--- src/logic/fsric_pkg.sv ---
// constants for the seek, recalibrate and interrupt controller
package fsric_pkg;
  localparam int unsigned CLK_NS = 5;
  localparam int unsigned MS_NS = 1000000;
  localparam int unsigned MS_CYC = MS_NS / CLK_NS;
  localparam int unsigned STEP_PW_NS = 1000;
  localparam int unsigned STEP_PW_CYC = STEP_PW_NS / CLK_NS;
  localparam logic [7:0] A_SPEC = 8'h00;
  localparam logic [7:0] A_CMD = 8'h04;
  localparam logic [7:0] A_MSR = 8'h08;
  localparam logic [7:0] A_RES = 8'h0c;
  localparam logic [7:0] A_PCN = 8'h10;
  localparam logic [7:0] A_HEAD = 8'h14;
  localparam logic [2:0] OP_SEEK = 3'h1;
  localparam logic [2:0] OP_RECAL = 3'h2;
  localparam logic [2:0] OP_SNSI = 3'h3;
  localparam logic [2:0] OP_SNSD = 3'h4;
  localparam logic [7:0] ST0_NORM = 8'h20;
  localparam logic [7:0] ST0_EC = 8'h70;
  localparam logic [7:0] ST0_NRDY = 8'h68;
  localparam logic [7:0] ST0_RCHG = 8'hc0;
  localparam logic [7:0] ST0_INV = 8'h80;
  localparam logic [6:0] RECAL_MAX = 7'h4d;
  localparam logic [4:0] STEP_BASE = 5'h10;
  localparam logic [7:0] UNLD_STEP = 8'h10;
  localparam logic [7:0] LOAD_STEP = 8'h02;
  localparam logic [15:0] SPEC_RST = 16'h0000;
  typedef enum logic [1:0] {
    FSRIC_IDLE = 2'b00, FSRIC_DEC = 2'b01,
    FSRIC_PULSE = 2'b11, FSRIC_WAIT = 2'b10
  } fsric_step_t;
  typedef enum logic [1:0] {
    FSRIC_H_OFF = 2'b00, FSRIC_H_LOAD = 2'b01,
    FSRIC_H_RDY = 2'b11, FSRIC_H_UNLD = 2'b10
  } fsric_head_t;
endpackage

--- src/logic/fsric_top.sv ---
// head positioning and interrupt reporting of a disk controller
`timescale 1ns/1ps
module fsric_top #(
  parameter int unsigned MS_CYC = fsric_pkg::MS_CYC
) (
  input wire logic clk_i,
  input wire logic rst_i,
  input wire logic cyc_i,
  input wire logic stb_i,
  input wire logic we_i,
  input wire logic [7:0] adr_i,
  input wire logic [3:0] sel_i,
  input wire logic [31:0] dat_i,
  output logic [31:0] dat_o,
  output logic ack_o,
  input wire logic [3:0] ready_i,
  input wire logic [3:0] track_zero_i,
  input wire logic [3:0] wprot_i,
  input wire logic result_enter_i,
  input wire logic exec_start_i,
  input wire logic byte_req_i,
  input wire logic host_data_i,
  input wire logic head_req_i,
  input wire logic rw_end_i,
  output logic [3:0] step_o,
  output logic [3:0] dir_o,
  output logic head_load_o,
  output logic head_ready_o,
  output logic dma_mode_o,
  output logic irq_o
);
  if (MS_CYC < 2) begin : g_bad_ms
    $error("MS_CYC too small");
  end

  // bus decode
  logic ack_q;
  wire acc = cyc_i & stb_i & ~ack_q;
  wire wr = acc & we_i;
  wire rd = acc & ~we_i;
  wire wr_spec = wr & (adr_i == fsric_pkg::A_SPEC);
  wire wr_cmd = wr & (adr_i == fsric_pkg::A_CMD) & sel_i[0];
  wire rd_res = rd & (adr_i == fsric_pkg::A_RES);

  // specify register: step[3:0] unload[7:4] load[14:8] nodma[15]
  logic [15:0] spec_q;
  wire [3:0] srt_code = spec_q[3:0];
  wire [3:0] hut_code = spec_q[7:4];
  wire [6:0] hlt_code = spec_q[14:8];
  wire no_dma = spec_q[15];
  assign dma_mode_o = ~no_dma;

  // command fields
  wire [2:0] op = dat_i[2:0];
  wire [1:0] cdrv = dat_i[5:4];
  wire chead = dat_i[6];
  wire [7:0] ctgt = dat_i[15:8];

  // drive side synchronisers
  logic [3:0] rdy_m, rdy_s, rdy_p, tz_m, tz_s, wp_m, wp_s;
  always_ff @(posedge clk_i) begin
    rdy_m <= ready_i;
    rdy_s <= rdy_m;
    tz_m <= track_zero_i;
    tz_s <= tz_m;
    wp_m <= wprot_i;
    wp_s <= wp_m;
  end

  // millisecond tick, scales with the main clock
  logic [31:0] ms_cnt_q;
  wire ms_tick = (ms_cnt_q == 32'(MS_CYC - 1));
  always_ff @(posedge clk_i) begin
    if (rst_i || ms_tick) begin
      ms_cnt_q <= '0;
    end else begin
      ms_cnt_q <= ms_cnt_q + 32'h1;
    end
  end

  // per-drive state
  fsric_pkg::fsric_step_t st_q [4];
  logic [7:0] pcn_q [4];
  logic [7:0] tgt_q [4];
  logic [7:0] code_q [4];
  logic [6:0] nstep_q [4];
  logic [7:0] pw_q [4];
  logic [4:0] iv_q [4];
  logic [3:0] recal_q, dirq, endp_q, busy_q, rchg_q;
  logic [3:0] seek_go, recal_go, sns_clr;
  wire [4:0] step_ms = fsric_pkg::STEP_BASE - {1'b0, srt_code};

  // command acceptance
  logic [3:0] stepping;
  wire any_step = |stepping;
  wire pend = |endp_q | |rchg_q;
  wire is_seek = (op == fsric_pkg::OP_SEEK);
  wire is_recal = (op == fsric_pkg::OP_RECAL);
  wire is_snsi = (op == fsric_pkg::OP_SNSI);
  wire is_snsd = (op == fsric_pkg::OP_SNSD);
  wire refuse = any_step & ~is_seek;
  wire miss_sns = pend & ~is_snsi;
  wire bad_op = ~(is_seek | is_recal | is_snsi | is_snsd);
  wire go_inv = wr_cmd & (bad_op | refuse | miss_sns);
  wire go_seek = wr_cmd & is_seek & ~miss_sns;
  wire go_recal = wr_cmd & is_recal & ~refuse & ~miss_sns;
  wire go_snsi = wr_cmd & is_snsi & ~refuse;
  wire go_snsd = wr_cmd & is_snsd & ~refuse & ~miss_sns;

  // sense interrupt source pick, seek ends before ready changes
  logic [1:0] pick;
  logic pick_end;
  always_comb begin
    pick = 2'd0;
    pick_end = 1'b0;
    for (int i = 3; i >= 0; i--) begin
      if (rchg_q[i]) begin
        pick = 2'(i);
      end
    end
    for (int i = 3; i >= 0; i--) begin
      if (endp_q[i]) begin
        pick = 2'(i);
        pick_end = 1'b1;
      end
    end
  end

  for (genvar d = 0; d < 4; d++) begin : g_drv
    wire dsel = (cdrv == 2'(d));
    assign seek_go[d] = go_seek & dsel;
    assign recal_go[d] = go_recal & dsel;
    assign sns_clr[d] = go_snsi & pend & (pick == 2'(d));
    assign stepping[d] = (st_q[d] != fsric_pkg::FSRIC_IDLE);
    assign step_o[d] = (st_q[d] == fsric_pkg::FSRIC_PULSE);
    assign dir_o[d] = dirq[d];
    always_ff @(posedge clk_i) begin
      rdy_p[d] <= rdy_s[d];
      if (rst_i) begin
        st_q[d] <= fsric_pkg::FSRIC_IDLE;
        pcn_q[d] <= '0;
        tgt_q[d] <= '0;
        code_q[d] <= '0;
        nstep_q[d] <= '0;
        pw_q[d] <= '0;
        iv_q[d] <= '0;
        recal_q[d] <= 1'b0;
        dirq[d] <= 1'b0;
        endp_q[d] <= 1'b0;
        busy_q[d] <= 1'b0;
        rchg_q[d] <= 1'b0;
      end else begin
        if (rdy_s[d] != rdy_p[d]) begin
          rchg_q[d] <= 1'b1;
        end else if (sns_clr[d] && !pick_end) begin
          rchg_q[d] <= 1'b0;
        end
        if (seek_go[d] || recal_go[d]) begin
          st_q[d] <= fsric_pkg::FSRIC_DEC;
          tgt_q[d] <= ctgt;
          recal_q[d] <= recal_go[d];
          nstep_q[d] <= '0;
          busy_q[d] <= 1'b1;
          endp_q[d] <= 1'b0;
          if (recal_go[d]) begin
            pcn_q[d] <= '0;
          end
        end else begin
          if (sns_clr[d] && pick_end) begin
            endp_q[d] <= 1'b0;
            busy_q[d] <= 1'b0;
          end
          unique case (st_q[d])
            fsric_pkg::FSRIC_IDLE: begin
            end
            fsric_pkg::FSRIC_DEC: begin
              if (!rdy_s[d]) begin
                st_q[d] <= fsric_pkg::FSRIC_IDLE;
                endp_q[d] <= 1'b1;
                code_q[d] <= fsric_pkg::ST0_NRDY | 8'(d);
              end else if (recal_q[d] && tz_s[d]) begin
                st_q[d] <= fsric_pkg::FSRIC_IDLE;
                endp_q[d] <= 1'b1;
                code_q[d] <= fsric_pkg::ST0_NORM | 8'(d);
              end else if (recal_q[d] &&
                           nstep_q[d] == fsric_pkg::RECAL_MAX) begin
                st_q[d] <= fsric_pkg::FSRIC_IDLE;
                endp_q[d] <= 1'b1;
                code_q[d] <= fsric_pkg::ST0_EC | 8'(d);
              end else if (recal_q[d]) begin
                dirq[d] <= 1'b0;
                nstep_q[d] <= nstep_q[d] + 7'h1;
                pw_q[d] <= 8'(fsric_pkg::STEP_PW_CYC - 1);
                st_q[d] <= fsric_pkg::FSRIC_PULSE;
              end else if (pcn_q[d] == tgt_q[d]) begin
                st_q[d] <= fsric_pkg::FSRIC_IDLE;
                endp_q[d] <= 1'b1;
                code_q[d] <= fsric_pkg::ST0_NORM | 8'(d);
              end else if (pcn_q[d] < tgt_q[d]) begin
                dirq[d] <= 1'b1;
                pcn_q[d] <= pcn_q[d] + 8'h1;
                pw_q[d] <= 8'(fsric_pkg::STEP_PW_CYC - 1);
                st_q[d] <= fsric_pkg::FSRIC_PULSE;
              end else begin
                dirq[d] <= 1'b0;
                pcn_q[d] <= pcn_q[d] - 8'h1;
                pw_q[d] <= 8'(fsric_pkg::STEP_PW_CYC - 1);
                st_q[d] <= fsric_pkg::FSRIC_PULSE;
              end
            end
            fsric_pkg::FSRIC_PULSE: begin
              if (pw_q[d] == 8'h0) begin
                iv_q[d] <= step_ms;
                st_q[d] <= fsric_pkg::FSRIC_WAIT;
              end else begin
                pw_q[d] <= pw_q[d] - 8'h1;
              end
            end
            fsric_pkg::FSRIC_WAIT: begin
              // first tick lands anywhere in the ms: gap up to 1 ms short
              if (iv_q[d] == 5'h0) begin
                st_q[d] <= fsric_pkg::FSRIC_DEC;
              end else if (ms_tick) begin
                iv_q[d] <= iv_q[d] - 5'h1;
              end
            end
          endcase
        end
      end
    end
  end

  // result phase, non-dma execution and their interrupts
  logic [7:0] res0_q, res1_q;
  logic dio_q, ndx_q, res_irq_q, nd_irq_q;
  wire [7:0] st3 = {1'b0, wp_s[cdrv], rdy_s[cdrv], tz_s[cdrv], 1'b0,
                    chead, cdrv};
  always_ff @(posedge clk_i) begin
    if (rst_i) begin
      res0_q <= '0;
      res1_q <= '0;
      dio_q <= 1'b0;
      ndx_q <= 1'b0;
      res_irq_q <= 1'b0;
      nd_irq_q <= 1'b0;
    end else begin
      if (go_inv || (go_snsi && !pend)) begin
        res0_q <= fsric_pkg::ST0_INV;
        res1_q <= '0;
        dio_q <= 1'b1;
      end else if (go_snsi) begin
        res0_q <= pick_end ? code_q[pick] :
                  (fsric_pkg::ST0_RCHG | {6'h0, pick});
        res1_q <= pcn_q[pick];
        dio_q <= 1'b1;
      end else if (go_snsd) begin
        res0_q <= st3;
        res1_q <= '0;
        dio_q <= 1'b1;
      end else if (rd_res) begin
        dio_q <= 1'b0;
      end
      if (result_enter_i) begin
        ndx_q <= 1'b0;
      end else if (exec_start_i && no_dma) begin
        ndx_q <= 1'b1;
      end
      if (result_enter_i) begin
        res_irq_q <= 1'b1;
      end else if (host_data_i) begin
        res_irq_q <= 1'b0;
      end
      if (byte_req_i && ndx_q) begin
        nd_irq_q <= 1'b1;
      end else if (host_data_i) begin
        nd_irq_q <= 1'b0;
      end
    end
  end

  // interrupt line: sense-cleared and data-cleared sources
  logic irq_q;
  always_ff @(posedge clk_i) begin
    if (rst_i) begin
      irq_q <= 1'b0;
    end else begin
      irq_q <= pend | res_irq_q | nd_irq_q;
    end
  end
  assign irq_o = irq_q;

  // head load and unload timing
  fsric_pkg::fsric_head_t hd_q;
  logic [7:0] hcnt_q;
  wire [7:0] hlt_ms = (hlt_code == 7'h0) ? 8'hfe :
                      8'(hlt_code) * fsric_pkg::LOAD_STEP;
  wire [7:0] hut_ms = (hut_code == 4'h0) ? 8'hff :
                      8'(hut_code) * fsric_pkg::UNLD_STEP;
  always_ff @(posedge clk_i) begin
    if (rst_i) begin
      hd_q <= fsric_pkg::FSRIC_H_OFF;
      hcnt_q <= '0;
    end else begin
      unique case (hd_q)
        fsric_pkg::FSRIC_H_OFF: begin
          if (head_req_i) begin
            hd_q <= fsric_pkg::FSRIC_H_LOAD;
            hcnt_q <= hlt_ms;
          end
        end
        fsric_pkg::FSRIC_H_LOAD: begin
          if (hcnt_q == 8'h0) begin
            hd_q <= fsric_pkg::FSRIC_H_RDY;
          end else if (ms_tick) begin
            hcnt_q <= hcnt_q - 8'h1;
          end
        end
        fsric_pkg::FSRIC_H_RDY: begin
          if (rw_end_i) begin
            hd_q <= fsric_pkg::FSRIC_H_UNLD;
            hcnt_q <= hut_ms;
          end
        end
        fsric_pkg::FSRIC_H_UNLD: begin
          if (head_req_i) begin
            hd_q <= fsric_pkg::FSRIC_H_RDY;
          end else if (hcnt_q == 8'h0) begin
            hd_q <= fsric_pkg::FSRIC_H_OFF;
          end else if (ms_tick) begin
            hcnt_q <= hcnt_q - 8'h1;
          end
        end
      endcase
    end
  end
  assign head_load_o = (hd_q != fsric_pkg::FSRIC_H_OFF);
  assign head_ready_o = (hd_q == fsric_pkg::FSRIC_H_RDY);

  // main status: busy bits, non-dma exec, direction, request
  wire [7:0] msr = {1'b1, dio_q, ndx_q, 1'b0, busy_q};
  wire [31:0] pcn_all = {pcn_q[3], pcn_q[2], pcn_q[1], pcn_q[0]};
  wire [31:0] head_w = {30'h0, head_ready_o, head_load_o};
  logic [31:0] rd_mux;
  always_comb begin
    unique case (adr_i)
      fsric_pkg::A_SPEC: rd_mux = {16'h0, spec_q};
      fsric_pkg::A_MSR: rd_mux = {24'h0, msr};
      fsric_pkg::A_RES: rd_mux = {16'h0, res1_q, res0_q};
      fsric_pkg::A_PCN: rd_mux = pcn_all;
      fsric_pkg::A_HEAD: rd_mux = head_w;
      default: rd_mux = '0;
    endcase
  end

  always_ff @(posedge clk_i) begin
    if (rst_i) begin
      ack_q <= 1'b0;
      dat_o <= '0;
      spec_q <= fsric_pkg::SPEC_RST;
    end else begin
      ack_q <= acc;
      if (rd) begin
        dat_o <= rd_mux;
      end
      if (wr_spec && sel_i[0]) begin
        spec_q[7:0] <= dat_i[7:0];
      end
      if (wr_spec && sel_i[1]) begin
        spec_q[15:8] <= dat_i[15:8];
      end
    end
  end
  assign ack_o = ack_q;
endmodule // fsric_top

--- config.mk ---
export PLATFORM = sky130hd
export DESIGN_NAME = fsric_top
export DESIGN_NICKNAME = d
export VERILOG_FILES = /design/src/logic/fsric_pkg.sv /design/src/logic/fsric_top.sv
export SDC_FILE = /design/constraint.sdc
export NUM_CORES = 1
export LEC_CHECK = 0
export BUFFER_PORTS_ARGS = -buffer_cell sky130_fd_sc_hd__buf_2
export CAP_MARGIN = 25
export CELL_PAD_IN_SITES_DETAIL_PLACEMENT = 1
export CELL_PAD_IN_SITES_GLOBAL_PLACEMENT = 1
export CORE_ASPECT_RATIO = 0.7
export CORE_UTILIZATION = 48
export DETAILED_ROUTE_END_ITERATION = 8
export PLACE_DENSITY = 0.83
export SETUP_SLACK_MARGIN = 0.05
export SYNTH_ARGS = -nofsm -noshare
export SYNTH_HDL_FRONTEND = slang
export SYNTH_SLANG_ARGS = --single-unit
--- constraint.sdc ---
create_clock -name clk_i -period 3.6 [get_ports clk_i]
set_input_delay 0.18 -clock clk_i [delete_from_list [all_inputs] [get_ports clk_i]]
set_output_delay 0.18 -clock clk_i [all_outputs]
set_load 0.005 [all_outputs]
==> results of run 1 <==
-- stage by stage --
step | hold slack (ns) | instances | setup slack (ns) | util | area [sq um]
6_report | 0.0148 | 2453 | 0.185 | 0.561 | 19600
5_1_grt | 0.0113 | 2453 | 0.0826 | 0.561 | 19600
3_5_place_dp | 0.284 | 2358 | 0.300 | 0.520 | 18100
4_1_cts | 0.000262 | 2448 | 0.296 | 0.560 | 19500
2_1_floorplan | 0.208 | 1823 | 0.881 | - | 17100
3_3_place_gp | 0.283 | 2358 | 0.384 | 0.520 | 18100
-- tightest hold or removal path, cell delays in order --
cell and delay (ns):
buf_2 0.17, nand3_1 0.09, a21oi_1 0.06
-- power breakdown --
group | leakage, nW | total [mW] | switching, mW | internal (mW)
sequential | 3.05 | 4.33 | 0.216 | 4.12
clock | 0.553 | 3.54 | 1.54 | 2.00
combinational | 3.69 | 1.46 | 0.913 | 0.544
-- synth_stat cells, drive strengths merged (9+ instances only) --
cell type and n:
a211o 15, a22oi 9, inv 93, a211oi 14, nand2b 23, nor3b 12
a21oi 128, and2 45, o21a 13, nor4 26, nand2 169, nand4 24
a222oi 9, or4 19, o211ai 11, nand3 91, o22ai 18, xnor2 55
ha 67, clkbuf 50, and3 20, mux2i 23, dfxtp 161, o21ai 89
or2 9, buf 17, edfxtp 167, nor2b 18, xor2 39, nor3 87
nor2 185, or3 20, a21o 11
-- sequential cells by signal, summed over array words and instances, names as in the netlist, 16 cells and up --
signal,count
pcn_q,32
dat_o,32
ms_cnt_q,32
pw_q,32
spec_q,16
nstep_q,28
code_q,16
tgt_q,32
iv_q,20
-- kinds of logic (layout without fill, tap and decap cells) --
group	count (synthesis)	count (layout)	synth area share
AND/OR/NAND/NOR	779	779	0.232
XOR/XNOR	94	94	0.0482
multiplexers	27	27	0.0181
buffers and inverters	163	320	0.0384
AO/OA/AOI/OAI	365	365	0.133
flip-flops	328	328	0.482
adder cells (fa/ha/maj)	67	67	0.0490
other	0	1	0
-- cell usage in the layout, fill, tap and decap left out, types with 23 or more instances in the layout --
cell type,n
buf_2,94
nand4_1,24
buf_4,37
dfxtp_1,161
xnor2_1,55
mux2i_1,23
nor3_1,86
nor2_1,181
clkbuf_16,39
inv_1,91
a21oi_1,128
ha_1,67
dlygate4sd3_1,27
nand2_1,168
and2_1,44
edfxtp_1,167
xor2_1,39
nand3_1,91
o21ai_0,88
-- path summary, 6_finish.rpt --
kind,from,endpoint,slack (ns),cells after the start
worst min-delay path,dat_i[9],spec_q[9],0.01,3
worst max register to register,st_q[1][0],iv_q[3][0],0.19,6
worst min register to register,rdy_m[0],rdy_s[0],0.32,0
worst max-delay path,st_q[1][0],iv_q[3][0],0.19,6
-- cell type report --
type | instances | area share
repair buffers | 161 | 0.0531
inverters | 96 | 0.0185
clock inverters | 19 | 0.00461
diodes | 1 | 0.000128
well taps | 472 | 0.0302
flip-flops and latches | 328 | 0.421
clock buffers | 44 | 0.0519
multi-input cells | 1332 | 0.420
-- routing by layer --
layer,GRT usage,up-vias
met3,0.0517,114
met4,0.0937,0
met5,0,-
met1,0.414,7450
li1,-,6857
met2,0.487,536
==> summary.txt, run 1 <==
Outcome
  – Status: finished clean

Floorplanning
  – Die Height: 160 microns
  – Core region area: 34900 sq um
  – Boundary pin count: 112
  – # rows: 57
  – Die area: 36400 sq um
  – Initial Util: 0.490
  – Die W: 228 microns

Place
  – HPWL Detailed: 39.4 mm
  – Gpl congestion: 0.941
  – Number of buffers inserted by port buffering: 93

Detailed routing
  – DR vias/cell: 6.10
  – Routed length on met1: 23.6 mm
  – Post-DRT Antenna Nets: 0
  – Total length of routed met3 wires: 3.80 mm
  – 1st-pass router iterations: 5
  – DR vias: 14957
  – Remaining DRCs: 0
  – 1st-iter DRT viols: 1148
  – Met2 WL post-DR: 25.3 mm
  – Drt wl/cell: 22.1 microns
  – Top sig layer: met4
  – Overall routed net length: 54.3 mm

Global routing
  – Global-route wire length before repair: 86.0 mm
  – Largest net degree at the start of global routing: 40
  – GRT Total Usage: 0.302
  – Number of antenna violations at the first check in global routing: 3
  – Gr ovfl total: 0
  – Vias in the first global route: 15612

STA
  – Period utilisation layout: 0.949
  – Hold Vio Cnt, Final: 0
  – Fin Clk Skew: 0.0184 ns
  – Setup TNS: 0 ns
  – Max-slew violations: 0
  – Final setup vio count: 0
  – Time the worst path needs with I/O delays and setup: 3.41 ns
  – RSZ-0062 raised after global routing: false
  – F_max: 293 MHz
  – Worst-Margin Slew: 1.01 ns
  – Max_slew headroom: 0.319

CTS
  – CTS buffer count: 35
  – CTS Buffer Depth: 3
  – CTS tree: built
  – CTS sink cnt: 328
  – Hold-fix buffers at CTS: 27
  – Post-CTS Setup Inserts: 0
  – Clock root buffer: clkbuf_16
  – H-tree Lvls: 2
  – Clock slew at the register clock pins of the worst setup and hold paths: 0.06 ns
  – Clk_lat worst skew: 0.54 ns
  – Resized cells post-CTS: 0

Logic synthesis
  – Synth warnings: 0
  – Syn Inst Count: 1823
  – Post-synthesis sequential area ratio: 0.482
  – Synth top area cells: edfxtp_1 (29%), dfxtp_1 (19%), ha_1 (4.9%)
  – Seq cells post-synth: 328
  – Yosys top cell area share: 0.293
  – Synthesized area per cell: 9.38 sq um
  – Post-synth top area cell: edfxtp_1
  – Synth unique cells: 78
  – Post-Syn Area: 17100 sq um
  – Synth Flop Type: edfxtp_1
  – FFs w/ async S/R, synth: 0
  – Post-synth net total: 1957
  – EDFF count, synth: 167

Setup path
  – Buf+Inv Stages, Crit Path: 0
  – Critical path class: flop to flop
  – Cell mode on critical path: a31oi_1
  – Critical Path RT: 3.76 ns
  – CP top delay family: simple AND/OR/NAND/NOR gates
  – Critical-path top delay cell: or4_1
  – Critical-path cell list: nor4_2 -> a31oi_1 -> or4_1 -> or3_1 -> a31oi_1 -> o21ai_0
  – CP max stage delay: 0.83 ns
  – Crit. End Element: flop
  – Worst Path Arrival: 3.58 ns
  – CP startpoint kind: flop
  – Crit Path Max Fanout: 8

Power and ir drop
  – Peak supply drop: 0.000425 V
  – Leakage: 7.30 nW
  – Power Dens Cells: 477 nW/um^2
  – Pwr Total: 9.33 mW

Job
  – MaxCap Viol Count: 0

Cells and area
  – Number of fill cells in the layout: 3964
  – Final #Nets: 2088
  – Layout cells sized above 1: 0.110
  – Multi-input gate area: 8210 sq um
  – Synth-to-layout area growth: 14.3%
  – FF+latch area: 8240 sq um

Worst hold path
  – Hold/Removal Path Class: input pin to flop
Power figures use the tool's default switching activity.
==> run 2: changes to the inputs <==
--- a/config.mk
+++ b/config.mk
@@ -5,14 +5,16 @@
 export SDC_FILE = /design/constraint.sdc
 export NUM_CORES = 1
 export LEC_CHECK = 0
+export ABC_AREA = 1
 export BUFFER_PORTS_ARGS = -buffer_cell sky130_fd_sc_hd__buf_2
 export CAP_MARGIN = 25
 export CELL_PAD_IN_SITES_DETAIL_PLACEMENT = 1
 export CELL_PAD_IN_SITES_GLOBAL_PLACEMENT = 1
 export CORE_ASPECT_RATIO = 0.7
-export CORE_UTILIZATION = 48
+export CORE_UTILIZATION = 46
+export CTS_CLUSTER_DIAMETER = 30
 export DETAILED_ROUTE_END_ITERATION = 8
-export PLACE_DENSITY = 0.83
+export PLACE_DENSITY = 0.82
 export SETUP_SLACK_MARGIN = 0.05
 export SYNTH_ARGS = -nofsm -noshare
 export SYNTH_HDL_FRONTEND = slang
==> run 2 against run 1 <==
Against the previous run: final area is 9.7% higher; final cell count grew 21%; clock-buffer cell count rose by 42; clock power up 82%; sequential power about the same; wire length grew 10%; non-clock buffer count shrank 33.
==> summary.txt, run 2 <==
Outcome
  – Status: finished clean

CTS
  – Post-CTS Setup Inserts: 0 (unchanged)
  – H-tree Lvls: 3 (+1)
  – Clk_lat worst skew: 0.59 ns (+0.05 ns)
  – Clock root buffer: clkbuf_16
  – Clock slew at the register clock pins of the worst setup and hold paths: 0.05 ns (about the same)
  – CTS tree: built
  – CTS buffer count: 70 (+100%)
  – Hold-fix buffers at CTS: 27 (unchanged)
  – CTS sink cnt: 328 (unchanged)
  – CTS Buffer Depth: 3 (unchanged)
  – Resized cells post-CTS: 0 (unchanged)

Place
  – Gpl congestion: 0.949 (+0.76%)
  – Number of buffers inserted by port buffering: 93 (unchanged)
  – HPWL Detailed: 42.8 mm (+8.6%)
  – Placed cells: 2810 (+19%)
  – Placed instance area: 18800 sq um (+3.5%)
  – Post-place setup slack: 0.561 ns (+0.261 ns)

Setup path
  – Critical path class: flop to flop
  – CP max stage delay: 0.51 ns (-0.32 ns)
  – Critical Path RT: 3.75 ns (about the same)
  – Crit Path Max Fanout: 13 (+5)
  – Worst Path Arrival: 3.25 ns (-0.33 ns)
  – Critical-path cell list: inv_1 -> nand4_1 -> nor2_1 -> nand2_2 -> nor2_8 -> nand3_4 -> nand2_4 -> inv_2 -> nand3_1 -> o2111ai_1
  – Crit. End Element: flop
  – Critical-path top delay cell: o2111ai_1
  – CP startpoint kind: flop

Detailed routing
  – 1st-pass router iterations: 6 (+1)
  – DR vias/cell: 5.62 (-7.8%)
  – 1st-iter DRT viols: 1347 (+17%)
  – Remaining DRCs: 0 (unchanged)
  – DR vias: 16679 (+12%)
  – Overall routed net length: 59.9 mm (+10%)
  – Post-DRT Antenna Nets: 0 (unchanged)
  – Drt wl/cell: 20.2 microns (-8.7%)

Floorplanning
  – # rows: 59 (+3.5%)
  – Die Height: 167 microns (+4.3%)
  – Boundary pin count: 112 (unchanged)
  – Die W: 237 microns (+4.3%)
  – Die area: 39600 sq um (+8.8%)
  – Initial Util: 0.474 (-0.0163)
  – Core region area: 37600 sq um (+8.0%)

Logic synthesis
  – Synth Flop Type: edfxtp_1
  – Post-synth top area cell: edfxtp_1
  – Yosys top cell area share: 0.281 (-0.0123)
  – Post-synth net total: 2400 (+23%)
  – Synth top cells by count: nand2_1 (470), nor2_1 (301), inv_1 (292), edfxtp_1 (167), dfxtp_1 (161)
  – Post-synthesis sequential area ratio: 0.462 (-0.0202)
  – Synth top area cells: edfxtp_1 (28%), dfxtp_1 (18%), nand2_1 (9.9%)
  – Seq cells post-synth: 328 (unchanged)
  – Synthesized area per cell: 7.87 sq um (-16%)
  – Post-Syn Area: 17800 sq um (+4.4%)
  – Synth warnings: 0 (unchanged)
  – Synth unique cells: 53 (-32%)
  – Most common cell in the netlist: nand2_1
  – Syn Inst Count: 2266 (+24%)
  – FFs w/ async S/R, synth: 0 (unchanged)
  – EDFF count, synth: 167 (unchanged)

STA
  – Worst-Margin Slew: 0.881 ns (-0.131 ns)
  – Final setup vio count: 0 (unchanged)
  – Max-slew violations: 0 (unchanged)
  – Smallest hold slack: 0.0784 ns (+0.0636 ns)
  – Fin Clk Skew: 0.0300 ns (+0.0116 ns)
  – Setup TNS: 0 ns (unchanged)
  – Hold Vio Cnt, Final: 0 (unchanged)
  – RSZ-0062 raised after global routing: false
  – Time the worst path needs with I/O delays and setup: 3.10 ns (-0.315 ns)
  – F_max: 323 MHz (+10%)
  – Max_slew headroom: 0.411 (+0.0922)
  – Period utilisation layout: 0.861 (-0.0876)
  – PnR worst setup slack: 0.501 ns (+0.315 ns)

Cells and area
  – Multi-input gate area: 8270 sq um (+0.65%)
  – Non-Filler Instances: 2966 (+21%)
  – Diode count: 0 (-1)
  – FF+latch area: 8240 sq um (unchanged)
  – Layout cells sized above 1: 0.119 (+0.00895)
  – Synth-to-layout area growth: 20.2%
  – Final Util: 0.570 (+0.00895)
  – Design area: 21400 sq um (+9.7%)
  – Final #Nets: 2555 (+22%)
  – Number of fill cells in the layout: 4603 (+16%)
  – Most common cell after layout, fill and taps aside: nand2_1
  – Most frequent cells in the layout: nand2_1 (470), nor2_1 (300), inv_1 (292), edfxtp_1 (167), dfxtp_1 (161)

Global routing
  – Number of antenna violations at the first check in global routing: 0 (-3)
  – Vias in the first global route: 17362 (+11%)
  – GRT Total Usage: 0.303 (+0.000583)
  – Gr ovfl total: 0 (unchanged)
  – Largest net degree at the start of global routing: 48 (+20%)
  – Global-route wire length before repair: 94.2 mm (+9.4%)

Power and ir drop
  – Pwr Total: 12.3 mW (+32%)
  – Power Dens Cells: 573 nW/um^2 (+20%)
  – Peak supply drop: 0.000390 V (-8.2%)
  – Leakage: 9.29 nW (+27%)

Job
  – MaxCap Viol Count: 0 (unchanged)

Worst hold path
  – Hold/Removal Path Class: input pin to flop
run 2: cell count changes after synthesis, sizes merged, moves of 45 or more:
cell   before  now
nand2     169  485
inv        93  305
nor2      185  313
nand3      91  162
o21ai      89  138
and2       45    0
run 2: worst paths after layout:
check | start | endpoint | slack [ns] | cells past startpoint
worst max-delay path | ack_o | pw_q[3][4] | 0.50 | 10
worst min-delay path | dat_i[12] | spec_q[12] | 0.08 | 3
worst max register to register | ack_o | pw_q[3][4] | 0.50 | 10
worst min register to register | rdy_m[3] | rdy_s[3] | 0.32 | 0
run 2: cell type report:
type	instances	area share
clock buffer	86	0.0913
clock inverter	43	0.0198
multi-input combinational	1588	0.386
tap	488	0.0285
sequential	328	0.384
inverter	305	0.0535
timing repair buffer	128	0.0371
run 2: cell families after synthesis:
| kind of cell | after synthesis | synth area share |
|---|---|---|
| and+or+nand+nor | 1114 | 0.277 |
| buffers and inverters | 350 | 0.0754 |
| AOI/OAI and AO/OA | 339 | 0.105 |
| DFF | 328 | 0.462 |
| xor gates and xnor gates | 68 | 0.0334 |
| adders and majority gates | 67 | 0.0470 |
run 2: critical path, delay by kind of cell (launching register included):
family	cells	cell delay (ns)
buf+inv	2	0.21
simple gates	7	1.63
compound gates	1	0.51
flops	1	0.31
run 2: metal layers:
metal,vias up,part of all wire,GRT usage
li1,7864,-,-
met1,8182,0.44,0.397
met2,507,0.46,0.490
met3,126,0.068,0.0658
met4,0,0.032,0.116
met5,-,0,0
run 2: where the power goes:
part / internal [mW] / leakage [nW] / switching [mW]
sequential: 4.13 / 3.05 / 0.177
combinational: 0.473 / 5.08 / 1.04
clock: 4.21 / 1.17 / 2.25
